File: src/hdl/tcs_map.svh
// Register indices, field positions, reset values and timing counts of the timer and clock-stop bank.
// Assumes a 250 MHz core clock and 32-bit APB words, one register per word at four times its index.
`ifndef TCS_MAP_SVH
`define TCS_MAP_SVH

`define TCS_IDX_TIMER0_LOW 8'h8a
`define TCS_IDX_TIMER1_LOW 8'h8b
`define TCS_IDX_TIMER0_HIGH 8'h8c
`define TCS_IDX_TIMER1_HIGH 8'h8d
`define TCS_IDX_CLK_STRETCH 8'h8e
`define TCS_IDX_PORT_ONE 8'h90
`define TCS_IDX_EXT_STATUS 8'h91
`define TCS_IDX_TIMED_ACCESS 8'h9f

`define TCS_RST_TIMER_BYTE 8'h00
`define TCS_RST_CLK_STRETCH 8'h01
`define TCS_RST_PORT_ONE 8'h01

`define TCS_BIT_T2M 5
`define TCS_BIT_T1M 4
`define TCS_BIT_T0M 3
`define TCS_BIT_RESUME_SEL 1
`define TCS_BIT_BANDGAP_SEL 0

`define TCS_TA_KEY_FIRST 8'haa
`define TCS_TA_KEY_SECOND 8'h55

`define TCS_DIV_LEGACY 4'd12
`define TCS_DIV_FAST 4'd4
`define TCS_MC_CLKS 4
`define TCS_MOVE_BASE_SHORT 4'd2
`define TCS_MOVE_BASE_LONG 4'd5

`endif

File: src/hdl/tcs_pkg.sv
// Types shared by the timer and clock-stop bank.
// Assumes nothing beyond a SystemVerilog compiler.
package tcs_pkg;

    typedef enum logic [3:0] {
        TCS_PWR_RUN = 4'h1,
        TCS_PWR_STOP = 4'h2,
        TCS_PWR_WARM = 4'h4,
        TCS_PWR_RING = 4'h8
    } tcs_pwr_t;

    typedef enum logic [1:0] {
        TCS_MOVE_IDLE = 2'h1,
        TCS_MOVE_BUSY = 2'h2
    } tcs_move_t;

endpackage : tcs_pkg

File: src/hdl/tcs_bank.sv
// Timer count bytes, clock and stretch control, port one latch and clock status registers behind APB.
// Assumes a single pclk domain; timer run levels, moves and interrupt edges come from core logic on pclk.
`timescale 1ns/1ps
`include "tcs_map.svh"

// Functional notes
// - Timer 0 high count byte is a read/write register at its own index and resets to zero.
// - Timer 1 high count byte is a read/write register at its own index and resets to zero.
// - An external data move holds its read or write strobe longer by the interval the stretch field selects.
// - A data move to internal memory always takes two machine cycles regardless of the stretch field.
// - Stretch values 0 to 3 give 2 to 5 machine cycles, 4 to 7 give 9 to 12, and reset value 1 gives 3.
// - The resume clock select bit clears only on power-on reset and keeps its value over any other reset.
// - With resume clock select clear the core stays halted after Stop until the crystal has warmed up.
// - With resume clock select set the core resumes at once on the ring oscillator and moves to the crystal later.
// - Without a ring oscillator (HAS_RING clear) the resume clock select bit stays clear, so the core always waits for the crystal after Stop.
// - With band-gap select clear the reference is off in Stop but on in normal running; set keeps it on in Stop.
// - While the reference is off in Stop no power-fail interrupt or reset can be raised.
// - The band-gap select bit clears on presetn and otherwise changes only on a write that directly follows the timed access unlock sequence.
module tcs_bank #(
    parameter int MC_CLKS = `TCS_MC_CLKS,
    parameter bit HAS_RING = 1'b1
) (
    input wire logic pclk,
    input wire logic presetn,
    input wire logic por_n,
    input wire logic psel,
    input wire logic penable,
    input wire logic pwrite,
    input wire logic [11:0] paddr,
    input wire logic [31:0] pwdata,
    output logic [31:0] prdata,
    output logic pready,
    output logic pslverr,
    input wire logic timer0_run,
    input wire logic timer1_run,
    input wire logic [3:0] ext_int_set,
    input wire logic move_start,
    input wire logic move_external,
    input wire logic move_read,
    input wire logic stop_req,
    input wire logic wake_evt,
    input wire logic crystal_warm,
    output logic timer0_overflow,
    output logic timer1_overflow,
    output logic timer2_clock_select,
    output logic [7:0] port_one_latch,
    output logic move_busy,
    output logic ext_rd_strobe,
    output logic ext_wr_strobe,
    output logic move_done,
    output logic core_halt,
    output logic run_on_ring,
    output logic bandgap_en,
    output logic powerfail_en
);

    typedef struct packed {
        logic [7:0] timer0_low_byte;
        logic [7:0] timer0_high_byte;
        logic [7:0] timer1_low_byte;
        logic [7:0] timer1_high_byte;
        logic [7:0] clock_and_stretch_control;
        logic [7:0] port_one;
        logic [3:0] int_flags;
        logic bandgap_stop_select;
        logic [3:0] pre0;
        logic [3:0] pre1;
        logic ta_first;
        logic ta_armed;
        logic ovf0;
        logic ovf1;
        logic rdy;
        logic err;
        logic [31:0] rdata;
    } tcs_bank_t;

    tcs_bank_t s_r;
    tcs_bank_t s_nxt;
    logic resume_clock_select;
    logic access;
    logic setup_done;
    logic wr_acc;
    logic [7:0] idx;
    logic [7:0] wbyte;

    function automatic logic [3:0] prescale_top(input logic fast);
        prescale_top = fast ? `TCS_DIV_FAST - 4'd1 : `TCS_DIV_LEGACY - 4'd1;
    endfunction : prescale_top

    function automatic logic index_mapped(input logic [7:0] i);
        if ((i >= `TCS_IDX_TIMER0_LOW && i <= `TCS_IDX_CLK_STRETCH) || i == `TCS_IDX_PORT_ONE
            || i == `TCS_IDX_EXT_STATUS || i == `TCS_IDX_TIMED_ACCESS)
        begin
            index_mapped = 1'b1;
        end
        else
        begin
            index_mapped = 1'b0;
        end
    endfunction : index_mapped

    assign idx = paddr[9:2];
    assign wbyte = pwdata[7:0];
    assign access = psel & penable;
    assign setup_done = access & ~s_r.rdy;
    assign wr_acc = access & s_r.rdy & pwrite & ~s_r.err;

    always_comb
    begin
        logic tick0;
        logic tick1;
        logic [15:0] cnt0;
        logic [15:0] cnt1;
        tick0 = 1'b0;
        tick1 = 1'b0;
        cnt0 = {s_r.timer0_high_byte, s_r.timer0_low_byte};
        cnt1 = {s_r.timer1_high_byte, s_r.timer1_low_byte};
        s_nxt = s_r;
        s_nxt.ovf0 = 1'b0;
        s_nxt.ovf1 = 1'b0;

        if (timer0_run)
        begin
            if (s_r.pre0 >= prescale_top(s_r.clock_and_stretch_control[`TCS_BIT_T0M]))
            begin
                s_nxt.pre0 = 4'h0;
                tick0 = 1'b1;
            end
            else
            begin
                s_nxt.pre0 = s_r.pre0 + 4'h1;
            end
        end
        if (timer1_run)
        begin
            if (s_r.pre1 >= prescale_top(s_r.clock_and_stretch_control[`TCS_BIT_T1M]))
            begin
                s_nxt.pre1 = 4'h0;
                tick1 = 1'b1;
            end
            else
            begin
                s_nxt.pre1 = s_r.pre1 + 4'h1;
            end
        end
        if (tick0)
        begin
            {s_nxt.ovf0, s_nxt.timer0_high_byte, s_nxt.timer0_low_byte} = {1'b0, cnt0} + 17'h00001;
        end
        if (tick1)
        begin
            {s_nxt.ovf1, s_nxt.timer1_high_byte, s_nxt.timer1_low_byte} = {1'b0, cnt1} + 17'h00001;
        end

        s_nxt.rdy = setup_done;
        if (setup_done)
        begin
            s_nxt.err = ~index_mapped(idx) | (paddr[1:0] != 2'h0) | (paddr[11:10] != 2'h0);
            s_nxt.rdata = 32'h00000000;
            if (!pwrite && !s_nxt.err)
            begin
                if (idx == `TCS_IDX_TIMER0_LOW)
                begin
                    s_nxt.rdata[7:0] = s_r.timer0_low_byte;
                end
                else if (idx == `TCS_IDX_TIMER1_LOW)
                begin
                    s_nxt.rdata[7:0] = s_r.timer1_low_byte;
                end
                else if (idx == `TCS_IDX_TIMER0_HIGH)
                begin
                    s_nxt.rdata[7:0] = s_r.timer0_high_byte;
                end
                else if (idx == `TCS_IDX_TIMER1_HIGH)
                begin
                    s_nxt.rdata[7:0] = s_r.timer1_high_byte;
                end
                else if (idx == `TCS_IDX_CLK_STRETCH)
                begin
                    s_nxt.rdata[7:0] = s_r.clock_and_stretch_control;
                end
                else if (idx == `TCS_IDX_PORT_ONE)
                begin
                    s_nxt.rdata[7:0] = s_r.port_one;
                end
                else if (idx == `TCS_IDX_EXT_STATUS)
                begin
                    s_nxt.rdata[7:0] = {s_r.int_flags, 2'b00, resume_clock_select, s_r.bandgap_stop_select};
                end
                else
                begin
                    s_nxt.rdata[7:0] = {6'h00, s_r.ta_armed, s_r.ta_first};
                end
            end
        end
        else
        begin
            s_nxt.err = 1'b0;
        end

        if (wr_acc)
        begin
            s_nxt.ta_first = 1'b0;
            s_nxt.ta_armed = 1'b0;
            if (idx == `TCS_IDX_TIMER0_LOW)
            begin
                s_nxt.timer0_low_byte = wbyte;
            end
            else if (idx == `TCS_IDX_TIMER1_LOW)
            begin
                s_nxt.timer1_low_byte = wbyte;
            end
            else if (idx == `TCS_IDX_TIMER0_HIGH)
            begin
                s_nxt.timer0_high_byte = wbyte;
            end
            else if (idx == `TCS_IDX_TIMER1_HIGH)
            begin
                s_nxt.timer1_high_byte = wbyte;
            end
            else if (idx == `TCS_IDX_CLK_STRETCH)
            begin
                s_nxt.clock_and_stretch_control = wbyte;
            end
            else if (idx == `TCS_IDX_PORT_ONE)
            begin
                s_nxt.port_one = wbyte;
            end
            else if (idx == `TCS_IDX_EXT_STATUS)
            begin
                s_nxt.int_flags = wbyte[7:4];
                if (s_r.ta_armed)
                begin
                    s_nxt.bandgap_stop_select = wbyte[`TCS_BIT_BANDGAP_SEL];
                end
            end
            else
            begin
                s_nxt.ta_first = (wbyte == `TCS_TA_KEY_FIRST);
                s_nxt.ta_armed = s_r.ta_first & (wbyte == `TCS_TA_KEY_SECOND);
            end
        end
        s_nxt.int_flags = s_nxt.int_flags | ext_int_set;
    end

    always_ff @(posedge pclk or negedge presetn)
    begin
        if (!presetn)
        begin
            s_r.timer0_low_byte <= `TCS_RST_TIMER_BYTE;
            s_r.timer0_high_byte <= `TCS_RST_TIMER_BYTE;
            s_r.timer1_low_byte <= `TCS_RST_TIMER_BYTE;
            s_r.timer1_high_byte <= `TCS_RST_TIMER_BYTE;
            s_r.clock_and_stretch_control <= `TCS_RST_CLK_STRETCH;
            s_r.port_one <= `TCS_RST_PORT_ONE;
            s_r.int_flags <= 4'h0;
            s_r.bandgap_stop_select <= 1'b0;
            s_r.pre0 <= 4'h0;
            s_r.pre1 <= 4'h0;
            s_r.ta_first <= 1'b0;
            s_r.ta_armed <= 1'b0;
            s_r.ovf0 <= 1'b0;
            s_r.ovf1 <= 1'b0;
            s_r.rdy <= 1'b0;
            s_r.err <= 1'b0;
            s_r.rdata <= 32'h00000000;
        end
        else
        begin
            s_r <= s_nxt;
        end
    end

    tcs_stretch #(
        .MC_CLKS(MC_CLKS)
    ) u_stretch (
        .pclk(pclk),
        .presetn(presetn),
        .move_start(move_start),
        .move_external(move_external),
        .move_read(move_read),
        .stretch_field(s_r.clock_and_stretch_control[2:0]),
        .move_busy(move_busy),
        .ext_rd_strobe(ext_rd_strobe),
        .ext_wr_strobe(ext_wr_strobe),
        .move_done(move_done)
    );

    tcs_stop_ctl #(
        .HAS_RING(HAS_RING)
    ) u_stop (
        .pclk(pclk),
        .presetn(presetn),
        .por_n(por_n),
        .stop_req(stop_req),
        .wake_evt(wake_evt),
        .crystal_warm(crystal_warm),
        .resume_wr(wr_acc && (idx == `TCS_IDX_EXT_STATUS)),
        .resume_wdata(wbyte[`TCS_BIT_RESUME_SEL]),
        .bandgap_stop_select(s_r.bandgap_stop_select),
        .resume_clock_select(resume_clock_select),
        .core_halt(core_halt),
        .run_on_ring(run_on_ring),
        .bandgap_en(bandgap_en),
        .powerfail_en(powerfail_en)
    );

    assign prdata = s_r.rdata;
    assign pready = s_r.rdy;
    assign pslverr = s_r.err;
    assign timer0_overflow = s_r.ovf0;
    assign timer1_overflow = s_r.ovf1;
    assign timer2_clock_select = s_r.clock_and_stretch_control[`TCS_BIT_T2M];
    assign port_one_latch = s_r.port_one;

endmodule : tcs_bank

File: src/hdl/tcs_stretch.sv
// External data move sequencer that holds the read or write strobe for the selected stretch.
// Assumes move requests come from core logic on pclk and last one cycle.
`timescale 1ns/1ps
`include "tcs_map.svh"

module tcs_stretch #(
    parameter int MC_CLKS = `TCS_MC_CLKS
) (
    input wire logic pclk,
    input wire logic presetn,
    input wire logic move_start,
    input wire logic move_external,
    input wire logic move_read,
    input wire logic [2:0] stretch_field,
    output logic move_busy,
    output logic ext_rd_strobe,
    output logic ext_wr_strobe,
    output logic move_done
);

    typedef struct packed {
        tcs_pkg::tcs_move_t st;
        logic [7:0] left;
        logic rd;
        logic wr;
        logic done;
    } tcs_str_t;

    tcs_str_t s_r;
    tcs_str_t s_nxt;

    function automatic logic [3:0] move_cycles(input logic [2:0] f);
        move_cycles = f[2] ? `TCS_MOVE_BASE_LONG + {1'b0, f} : `TCS_MOVE_BASE_SHORT + {1'b0, f};
    endfunction : move_cycles

    always_comb
    begin
        s_nxt = s_r;
        s_nxt.done = 1'b0;
        case (s_r.st)
            tcs_pkg::TCS_MOVE_IDLE:
            begin
                if (move_start)
                begin
                    s_nxt.st = tcs_pkg::TCS_MOVE_BUSY;
                    if (move_external)
                    begin
                        s_nxt.left = 8'(move_cycles(stretch_field) * MC_CLKS - 1);
                        s_nxt.rd = move_read;
                        s_nxt.wr = ~move_read;
                    end
                    else
                    begin
                        s_nxt.left = 8'(`TCS_MOVE_BASE_SHORT * MC_CLKS - 1);
                    end
                end
            end
            tcs_pkg::TCS_MOVE_BUSY:
            begin
                if (s_r.left == 8'h00)
                begin
                    s_nxt.st = tcs_pkg::TCS_MOVE_IDLE;
                    s_nxt.rd = 1'b0;
                    s_nxt.wr = 1'b0;
                    s_nxt.done = 1'b1;
                end
                else
                begin
                    s_nxt.left = s_r.left - 8'h01;
                end
            end
            default:
            begin
                s_nxt.st = tcs_pkg::TCS_MOVE_IDLE;
            end
        endcase
    end

    always_ff @(posedge pclk or negedge presetn)
    begin
        if (!presetn)
        begin
            s_r <= '{st: tcs_pkg::TCS_MOVE_IDLE, left: 8'h00, rd: 1'b0, wr: 1'b0, done: 1'b0};
        end
        else
        begin
            s_r <= s_nxt;
        end
    end

    assign move_busy = (s_r.st == tcs_pkg::TCS_MOVE_BUSY);
    assign ext_rd_strobe = s_r.rd;
    assign ext_wr_strobe = s_r.wr;
    assign move_done = s_r.done;

endmodule : tcs_stretch

File: src/hdl/tcs_stop_ctl.sv
// Stop mode sequencer: resume clock choice, crystal warm-up hold and band-gap enable.
// Assumes por_n is the power-on reset only and crystal_warm arrives from the oscillator asynchronously.
`timescale 1ns/1ps

module tcs_stop_ctl #(
    parameter bit HAS_RING = 1'b1
) (
    input wire logic pclk,
    input wire logic presetn,
    input wire logic por_n,
    input wire logic stop_req,
    input wire logic wake_evt,
    input wire logic crystal_warm,
    input wire logic resume_wr,
    input wire logic resume_wdata,
    input wire logic bandgap_stop_select,
    output logic resume_clock_select,
    output logic core_halt,
    output logic run_on_ring,
    output logic bandgap_en,
    output logic powerfail_en
);

    typedef struct packed {
        tcs_pkg::tcs_pwr_t st;
        logic warm_m;
        logic warm_s;
        logic halt;
        logic ring;
        logic bg;
    } tcs_stop_t;

    tcs_stop_t s_r;
    tcs_stop_t s_nxt;
    logic resume_sel_r;

    always_ff @(posedge pclk or negedge por_n)
    begin
        if (!por_n)
        begin
            resume_sel_r <= 1'b0;
        end
        else if (resume_wr)
        begin
            resume_sel_r <= resume_wdata & HAS_RING;
        end
    end

    always_comb
    begin
        s_nxt = s_r;
        s_nxt.warm_m = crystal_warm;
        s_nxt.warm_s = s_r.warm_m;
        case (s_r.st)
            tcs_pkg::TCS_PWR_RUN:
            begin
                if (stop_req)
                begin
                    s_nxt.st = tcs_pkg::TCS_PWR_STOP;
                end
            end
            tcs_pkg::TCS_PWR_STOP:
            begin
                if (wake_evt)
                begin
                    s_nxt.st = resume_sel_r ? tcs_pkg::TCS_PWR_RING : tcs_pkg::TCS_PWR_WARM;
                end
            end
            tcs_pkg::TCS_PWR_WARM:
            begin
                if (s_r.warm_s)
                begin
                    s_nxt.st = tcs_pkg::TCS_PWR_RUN;
                end
            end
            tcs_pkg::TCS_PWR_RING:
            begin
                if (s_r.warm_s)
                begin
                    s_nxt.st = tcs_pkg::TCS_PWR_RUN;
                end
            end
            default:
            begin
                s_nxt.st = tcs_pkg::TCS_PWR_RUN;
            end
        endcase
        s_nxt.halt = (s_nxt.st == tcs_pkg::TCS_PWR_STOP) || (s_nxt.st == tcs_pkg::TCS_PWR_WARM);
        s_nxt.ring = (s_nxt.st == tcs_pkg::TCS_PWR_RING);
        s_nxt.bg = (s_nxt.st != tcs_pkg::TCS_PWR_STOP) || bandgap_stop_select;
    end

    always_ff @(posedge pclk or negedge presetn)
    begin
        if (!presetn)
        begin
            s_r <= '{st: tcs_pkg::TCS_PWR_RUN, warm_m: 1'b0, warm_s: 1'b0, halt: 1'b0, ring: 1'b0, bg: 1'b1};
        end
        else
        begin
            s_r <= s_nxt;
        end
    end

    assign resume_clock_select = resume_sel_r;
    assign core_halt = s_r.halt;
    assign run_on_ring = s_r.ring;
    assign bandgap_en = s_r.bg;
    assign powerfail_en = s_r.bg;

endmodule : tcs_stop_ctl

File: config.mk
export PLATFORM = sky130hd
export DESIGN_NAME = tcs_bank
export DESIGN_NICKNAME = d
export VERILOG_FILES = /design/src/hdl/tcs_pkg.sv /design/src/hdl/tcs_bank.sv /design/src/hdl/tcs_stretch.sv /design/src/hdl/tcs_stop_ctl.sv
export VERILOG_INCLUDE_DIRS = /design/src /design/src/hdl
export SDC_FILE = /design/constraint.sdc
export NUM_CORES = 1
export LEC_CHECK = 0
export ABC_AREA = 0
export ABC_CLOCK_PERIOD_IN_PS = 3240
export BUFFER_PORTS_ARGS = -buffer_cell sky130_fd_sc_hd__buf_2
export CAP_MARGIN = 40
export CORE_MARGIN = 2
export CORE_UTILIZATION = 60
export DETAILED_ROUTE_END_ITERATION = 16
export PLACE_DENSITY_LB_ADDON = 0.1
export SYNTH_ARGS = -nofsm -noshare
export SYNTH_HDL_FRONTEND = slang
export SYNTH_SLANG_ARGS = --single-unit
File: constraint.sdc
create_clock -name pclk -period 3.24 [get_ports pclk]
set_input_delay 0.648 -clock pclk [delete_from_list [all_inputs] [get_ports pclk]]
set_output_delay 0.648 -clock pclk [all_outputs]
set_load 0.02 [all_outputs]
# --- Word-level counts from Yosys, hierarchy flattened ---
# Index checks and enable logic that the tools add are counted.
totals:
  out_inout_bits: 53
  elab_cells: 166
  register_bits: 98
classes:
  reduce_logical: 21
  n_bitwise: 19
  n_eq_ne: 24
  magnitude_cmp: 4
  muxes: 61
  addsub: 8
op_table:
  columns: ["op", "n"]
  rows:
  - ["2-to-1 mux 8 bit", 17]
  - ["== test 8 bit, second input constant", 9]
  - ["2-to-1 mux 29 bit", 2]
  - ["2-to-1 mux 53 bit", 1]
  - ["2-to-1 mux 45 bit", 1]
  - ["2-to-1 mux 4 bit", 9]
  - ["adder 16 x 1 -> 17 bit, second input constant", 2]
  - ["2-to-1 mux 16 bit", 2]
  - ["2-to-1 mux 21 bit", 1]
  - ["one-hot mux 10 bit (2 select lines)", 1]
  - ["2-to-1 mux 2 bit", 9]
  - ["2-to-1 mux 13 bit", 1]
  - ["2-to-1 mux 12 bit", 1]
  - ["one-hot mux 4 bit (3 select lines)", 1]
  - ["2-to-1 mux 1 bit", 11]
  - ["2-to-1 mux 5 bit", 2]
  - ["inverter 1 bit", 10]
  - ["AND reduction 9 bit", 1]
  - ["adder 4 x 1 -> 4 bit, second input constant", 2]
  - ["== test 4 x 2 -> 1 bit, second input constant", 2]
  - ["== test 4 x 3 -> 1 bit, second input constant", 2]
  - ["== test 4 bit, second input constant", 2]
  - ["== test 8 x 7 -> 1 bit, second input constant", 1]
  - [">= comparator 4 bit", 2]
  - ["28 further kinds", 45]

# --- Longest topological paths before layout ---
# Gate-level depths: netlist of run 1.
logic_depth:
  ltp_word: 13
  depth_mapped: 9
  ltp_nobuf: 7

# --- Modules after synthesis ---
# Synthesis of run 1 repeated with hierarchy kept, for this count alone.
unflattened:
  cells_unflattened: 627
  hier_area_um2: 5900.7
by_module_without_submodules:
  columns: ["module", "n_inst", "cells_per_inst", "area_each_um2"]
  rows:
  - ["tcs_bank", 1, 512, 4680.7]
  - ["tcs_stretch", 1, 81, 814.5]
  - ["tcs_stop_ctl", 1, 34, 405.4]

# --- Worst setup path after synthesis of run 1 ---
# OpenSTA, ideal clock, no wires.
synth_timing:
  kind: "input -> register"
  start: "in paddr[8]"
  end: "reg s_r[60] (netlist name)"
  setup_ns: 0.125
  path_slack_ns: 0.917
  required_time_ns: 3.115
  path_stages: 5
  arrival_time_ns: 2.198
  path_cell_list: "or4b_4 nor4_4 and2_4 buf_12 mux2_4"
synth_between:
  elab_chain_len: 3
synth_rtl:
  columns: ["item", "line", "source"]
  rows:
  - ["start, declared", "tcs_bank.sv:29", "input wire logic [11:0] paddr,"]
  - ["== test 8 bit (no line)", null, null]
  - ["inverter 1 bit (no line)", null, null]
  - ["AND reduction 6 bit (no line) *", null, null]
  - ["end signal, assigned", "tcs_bank.sv:270", "s_r <= s_nxt;"]
  - ["end, declared", "tcs_bank.sv:77", "tcs_bank_t s_r;"]
# Mark *: on every way between the ends. The rest lies on a longest branch, timed or not.
# A chain may end at the register's enable or synchronous reset.

# --- Worst setup path in the final report of run 1 ---
layout_timing:
  start: "reg u_stretch.s_r[3] (netlist name)"
  end: "reg u_stretch.s_r[9] (netlist name)"
layout_between:
  elab_chain_len: 3
layout_rtl:
  columns: ["item", "line", "source"]
  rows:
  - ["start, declared", "tcs_stretch.sv:29", "tcs_str_t s_r;"]
  - ["start signal, assigned", "tcs_stretch.sv:83", "s_r <= '{st: tcs_pkg::TCS_MOVE_IDLE, left: 8'h00, rd: 1'b0, wr: 1'b0, done: 1'b0};"]
  - ["start signal, assigned", "tcs_stretch.sv:87", "s_r <= s_nxt;"]
  - ["subtractor 8 x 1 -> 8 bit / zero test 8 bit (equally long branches)", "tcs_stretch.sv:69, tcs_stretch.sv:60", null]
  - ["2-to-1 mux 8 bit / != test 2 bit (equally long branches)", null, null]
  - ["one-hot mux 10 bit (2 select lines) / AND reduction 3 bit (equally long branches)", null, null]
# Parallel ways exist; a longest one is shown, timed or not. The select of a mux whose other input is x is not followed.

==> results.sh, run 1 <==
export IMPL_via_per_inst=5.83
export IMPL_die_h_um=102
export IMPL_dp_hpwl_mm=9.87
export IMPL_post_cts_buffers=0
export IMPL_setup_viol=0
export IMPL_ys_types=60
export IMPL_antenna_cells=0
export IMPL_cap_violations=0
export IMPL_num_vias=4594
export IMPL_grt_pass1_vias=4348
export IMPL_core_um2=9330
export IMPL_layout_nets=726
export IMPL_rows=35
export IMPL_tns_ns=0
export IMPL_die_area_um2=10500
export IMPL_grt_setup_unrepaired="no"
export IMPL_start_util_pct=62.1
export IMPL_fin_crit_sh_pct=70.5
export IMPL_h_tree_depth=3
export IMPL_cp_arrival_ns=2.54
export IMPL_final_setup_skew_ns=0.0137
export IMPL_switching_share_pct=32.1
export IMPL_crit_start="u_stretch.s_r[3]"
export IMPL_slew_violations=0
export IMPL_met3_usage_pct=5.06
export IMPL_synth_edff_count=0
export IMPL_crit_type="flop to flop"
export IMPL_hold_viol=0
export IMPL_use_met2_pct=44.4
export IMPL_fillCellCount=790
export IMPL_io_pins=115
export IMPL_routed_wl_mm=13.4
export IMPL_cts_root_buffer="clkbuf_8"
export IMPL_hold_class="primary input to asynchronous set/reset pin"
export IMPL_yosysWarnings=0
export IMPL_busiest_layer="met2"
export IMPL_hold_buffers=0
export IMPL_routabilityCongestion=0.965
export IMPL_max_freq_ghz=0.438
export IMPL_clkTransAtPathRegs_ns=0.10
export IMPL_critPathSlowestCell="nor2_1"
export IMPL_grt_total_usage_pct=27.2
export IMPL_ir_drop_v=0.000277
export IMPL_p_leak_uw=0.00289
export IMPL_drtPass1Iterations=5
export IMPL_cts_path_max_buffers=2
export IMPL_finalCriticalPeriod_ns=2.29
export IMPL_outcome="finished, final reports clean"
export IMPL_syn_inst=615
export IMPL_post_cts_resized=0
export IMPL_final_layout_size_suffix_gt1_share_pct=20.0
export IMPL_grt_max_degree=50
export IMPL_startpoint_type="flop"
export IMPL_critPathMaxStageDelay_ns=0.63
export IMPL_comb_power_share_pct=22.2
export IMPL_wl_per_cell_um=17.1
export IMPL_cp_top_family="simple AND/OR/NAND/NOR gates"
export IMPL_worstPathRequired_ns=3.49
export IMPL_synth_seq_cells=98
export IMPL_cp_end_kind="flop"
export IMPL_cts_made_buffers=9
export IMPL_antenna_found_initial=0
export IMPL_cpMostUsedCell="nor2_1"
export IMPL_tightest_slew_ns=0.770
export IMPL_syn_area_per_cell_um2=9.43
export IMPL_portBuffers=66
export IMPL_r2r_start="u_stretch.s_r[3]"
export IMPL_insertion_delay_ns=0.36
export IMPL_grt_overflow_total=0
export IMPL_use_met1_pct=37.3
export IMPL_switching_power_uw=1010
export IMPL_critPathBufInv=1
export IMPL_synthFlopType="dfrtp_1"
export IMPL_cp_max_fo=13
export IMPL_grt_pass1_wl_mm=21.8
export IMPL_synth_seq_area_share_pct=42.4
export IMPL_drt_initial_drc_count=280
export IMPL_async_flop_share_pct=100
export IMPL_synth_area_um2=5800
export IMPL_power_density_nw_per_um2=503
export IMPL_slew_headroom_pct=48.5
export IMPL_die_x_um=102
export IMPL_area_growth_pct=7.62
export IMPL_crit_chain="inv_1, ha_1, nor3b_1, a21oi_1, nor2_1, nor2_1, o22a_1"
export IMPL_clock_power_share_pct=28.7
export IMPL_clock_sinks=98
export IMPL_seqPwrFrac_pct=49.1
export IMPL_fin_util_pct=66.9
export IMPL_final_antenna_net_count=0
export IMPL_internal_power_uw=2130
export IMPL_drc=0
export IMPL_tritoncts="yes"
==> through the flow <==
stage / hold WS, ns / instance area (um^2) / setup slack [ns] / std cells / total power, uW
floorplan: 0.331 / 5880 / 0.917 / 638 / 2070
global placement: 0.333 / 6010 / 0.767 / 772 / 2220
detailed placement: 0.335 / 6010 / 0.715 / 772 / 2260
CTS: 0.0436 / 6240 / 1.01 / 788 / 3150
global route: 0.0324 / 6240 / 0.739 / 788 / 3330
finish: 0.0563 / 6240 / 0.955 / 788 / 3140
==> layout make-up <==
cell class / count / area, um^2 / area share (%)
Tap cell: 129 / 161 / 2.59
Sequential cell: 98 / 2460 / 39.4
Timing Repair Buffer: 78 / 423 / 6.78
Clock inverter: 5 / 86.3 / 1.38
Inverter: 20 / 75.1 / 1.20
Multi-Input combinational cell: 447 / 2890 / 46.4
Clock buffer: 11 / 141 / 2.27
==> sequential cells by signal, indices dropped and copies added, names as in the netlist, 5 cells and up <==
signal and flops:
u_stop.s_r 5, u_stretch.s_r 10, port_one_latch 8, s_r 54, prdata 8
==> worst paths after layout <==
| kind | to | slack, ns | cells past startpoint |
|---|---|---|---|
| worst max register to register | u_stretch.s_r[9] | 0.95 | 7 |
| max in group asynchronous | s_r[92] | 2.24 | 2 |
| min in group pclk | u_stop.s_r[3] | 0.36 | 0 |
| worst min register to register | u_stop.s_r[3] | 0.36 | 0 |
| worst max-delay path | u_stretch.s_r[9] | 0.95 | 7 |
| worst min-delay path | u_stop.resume_clock_select | 0.06 | 1 |
==> logic make-up (layout without fill, tap and decap cells) <==
family / count (synthesis) / after routing / synth area share (%)
and+or+nand+nor: 203 / 203 / 18.0
other: 1 / 24 / 0.0647
buffers and inverters: 93 / 114 / 9.17
xor gates and xnor gates: 32 / 32 / 4.83
DFF: 98 / 98 / 42.4
muxes: 44 / 44 / 8.61
adders and majority gates: 10 / 10 / 2.16
AOI/OAI and AO/OA: 134 / 134 / 14.7
==> per-layer routing <==
| layer | wire length, um | up-vias |
|---|---|---|
| li1 | - | 2189 |
| met1 | 5870 | 2197 |
| met2 | 6380 | 184 |
| met3 | 906 | 24 |
| met4 | 274 | 0 |
| met5 | 0 | - |
==> synthesized netlist by cell type (20+ instances only) <==
| cell type | count | area [um^2] |
|---|---|---|
| buf_4 | 41 | 308 |
| a21oi_1 | 49 | 245 |
| o21ai_0 | 21 | 105 |
| xnor2_1 | 23 | 201 |
| nand2_1 | 33 | 124 |
| nand3_1 | 22 | 110 |
| inv_1 | 20 | 75.1 |
| mux2i_1 | 21 | 210 |
| clkbuf_1 | 20 | 75.1 |
| nor2_1 | 71 | 267 |
| dfrtp_1 | 93 | 2330 |
==> cells in the final DEF, fill, tap and decap left out, types with 9 or more instances in the layout <==
cell type	n
inv_1	20
conb_1	24
xor2_1	9
nand2_1	33
nor2_1	71
xnor2_1	23
buf_2	65
nor3_1	15
a21oi_1	49
dfrtp_1	93
clkbuf_8	10
mux2_2	15
buf_4	13
mux2i_1	21
o21ai_0	21
nand3_1	22
ha_1	10
==> power groups by stage <==
stage,Sequential [uW],Clock [uW],Combinational [uW]
after CTS,1540,909,699
after global placement,1550,0,668
after floorplan,1550,0,518
final,1540,900,697
after global routing,1560,965,800
after detailed placement,1560,0,697
No activity file was read; power rests on OpenSTA's default activity.
==> run 2: changes to the inputs <==
ABC_CLOCK_PERIOD_IN_PS = 2200   (was 3240)
CORE_UTILIZATION = 56   (was 60)
clock period = 2.2 ns   (was 3.24 ns; I/O delays follow)
==> run 2 against run 1 <==
Die area rose by 6.9%. Sequential power grew 48%. Largest cell class unchanged. Register-to-register slack got worse by 0.78 ns. Setup slack got worse by 0.80 ns. Combinational power is 56% higher. Total power up 49%. Via count grew 2.4%. Wire length grew 2.5%.
==> results.sh, run 2 (synthesis gave the netlist of run 1 again) <==
export IMPL_final_common_cell="dfrtp_1"
export IMPL_reg_largest_list="s_r x54, u_stretch.s_r x10"
export IMPL_hold_class="primary input to flop"
export IMPL_cp_top_family="flip-flops"
export IMPL_routed_wl_mm=13.8
export IMPL_grt_total_usage_pct=25.6
export IMPL_final_layout_size_suffix_gt1_share_pct=22.2
export IMPL_top_register="s_r"
export IMPL_comb_power_share_pct=23.3
export IMPL_switching_share_pct=31.7
export IMPL_hold_ws_ns=0.178
export IMPL_antenna_cells=0
export IMPL_tritoncts="yes"
export IMPL_crit_chain="nand2b_1, inv_1, buf_2"
export IMPL_placed_cell_area_um2=6180
export IMPL_grt_pass1_wl_mm=22.4
export IMPL_internal_power_uw=3190
export IMPL_core_um2=10200
export IMPL_fillCellCount=880
export IMPL_cts_path_max_buffers=2
export IMPL_critPathBufInv=2
export IMPL_switching_power_uw=1480
export IMPL_routabilityCongestion=0.890
export IMPL_finalCriticalPeriod_ns=2.04
export IMPL_cp_arrival_ns=1.60
export IMPL_clkTransAtPathRegs_ns=0.09
export IMPL_grt_setup_unrepaired="no"
export IMPL_via_per_inst=5.76
export IMPL_post_cts_buffers=0
export IMPL_drc=0
export IMPL_setup_viol=0
export IMPL_grt_pass1_vias=4497
export IMPL_cts_root_buffer="clkbuf_8"
export IMPL_wl_per_cell_um=16.9
export IMPL_die_h_um=106
export IMPL_start_util_pct=56.9
export IMPL_startpoint_type="flop"
export IMPL_design_area_um2=6420
export IMPL_hold_depth=1
export IMPL_slew_headroom_pct=53.1
export IMPL_grt_max_degree=39
export IMPL_post_cts_resized=0
export IMPL_cap_violations=0
export IMPL_setup_ws_ns=0.157
export IMPL_clock_sinks=98
export IMPL_instances_no_fill=817
export IMPL_slew_violations=0
export IMPL_tightest_slew_ns=0.701
export IMPL_die_x_um=106
export IMPL_h_tree_depth=3
export IMPL_rows=37
export IMPL_crit_type="flop to primary output"
export IMPL_drtPass1Iterations=5
export IMPL_largest_register_ffs=54
export IMPL_cp_end_kind="primary output"
export IMPL_final_setup_skew_ns=0.0104
export IMPL_critPathSlowestCell="dfstp_2"
export IMPL_tns_ns=0
export IMPL_insertion_delay_ns=0.36
export IMPL_antenna_found_initial=0
export IMPL_area_growth_pct=10.8
export IMPL_fin_crit_sh_pct=92.9
export IMPL_grt_overflow_total=0
export IMPL_p_leak_uw=0.00299
export IMPL_layout_nets=748
export IMPL_die_area_um2=11200
export IMPL_dp_hpwl_mm=10.2
export IMPL_drt_initial_drc_count=318
export IMPL_io_pins=115
export IMPL_dpl_cell_count=799
export IMPL_critPathMaxStageDelay_ns=0.53
export IMPL_max_freq_ghz=0.489
export IMPL_seqPwrFrac_pct=48.9
export IMPL_num_vias=4704
export IMPL_cts_made_buffers=9
export IMPL_mostFrequentLayoutCells="dfrtp_1, nor2_1, buf_2"
export IMPL_clock_power_share_pct=27.8
export IMPL_final_antenna_net_count=0
export IMPL_worstPathRequired_ns=1.76
export IMPL_cp_max_fo=10
export IMPL_reg2regPathDepth=6
export IMPL_power_density_nw_per_um2=726
export IMPL_outcome="finished, final reports clean"
export IMPL_ir_drop_v=0.000353
export IMPL_dp_slack_ns=0.0724
export IMPL_portBuffers=66
export IMPL_worstSetupPathDepth=3
export IMPL_hold_viol=0
## run 2: repair_timing
item / 4_1_cts / 5_1_grt
setup endpoints to repair: 0 / 0
hold buffers: 2 / 0
endpoints found under the hold margin: 17 / 0
## run 2: power by group through the flow
stage | Sequential, uW | Combinational [uW] | Clock, uW
finish | 2280 | 1090 | 1300
global placement | 2300 | 1040 | 0
floorplan | 2290 | 763 | 0
global route | 2310 | 1220 | 1400
detailed placement | 2310 | 1080 | 0
CTS | 2280 | 1090 | 1340
## run 2: metal layers
layer	part of all wire [%]	global-route usage, %
met2	48	41.7
met3	5.6	3.71
met4	2.6	10.2
met5	0	0
met1	44	34.5
## run 2: worst paths after layout
check                                       start                         end  slack, ns
worst max register to register            s_r[62]                     s_r[90]       0.17
worst min register to register    u_stop.s_nxt[3]               u_stop.s_r[3]       0.36
max in group asynchronous                 presetn           port_one_latch[0]       1.07
worst max-delay path            u_stretch.s_r[11]                   move_busy       0.16
min in group asynchronous                   por_n  u_stop.resume_clock_select       0.37
worst min-delay path                 crystal_warm             u_stop.s_nxt[3]       0.18
## run 2: final cells by class
| cell class | instances | area, um^2 | share of cell area [%] |
|---|---|---|---|
| clock buffers | 12 | 145 | 2.26 |
| clock inverters | 4 | 76.3 | 1.19 |
| inverters | 20 | 75.1 | 1.17 |
| multi-input cells | 447 | 2890 | 45.0 |
| flip-flops and latches | 98 | 2460 | 38.3 |
| well taps | 136 | 170 | 2.65 |
| repair buffers | 100 | 606 | 9.43 |
## run 2: metrics by stage
stage	util, %	power, uW
detailed placement	60.7	3400
global route	63.1	4940
CTS	63.1	4700
floorplan	-	3050
global placement	60.7	3340
finish	63.1	4660
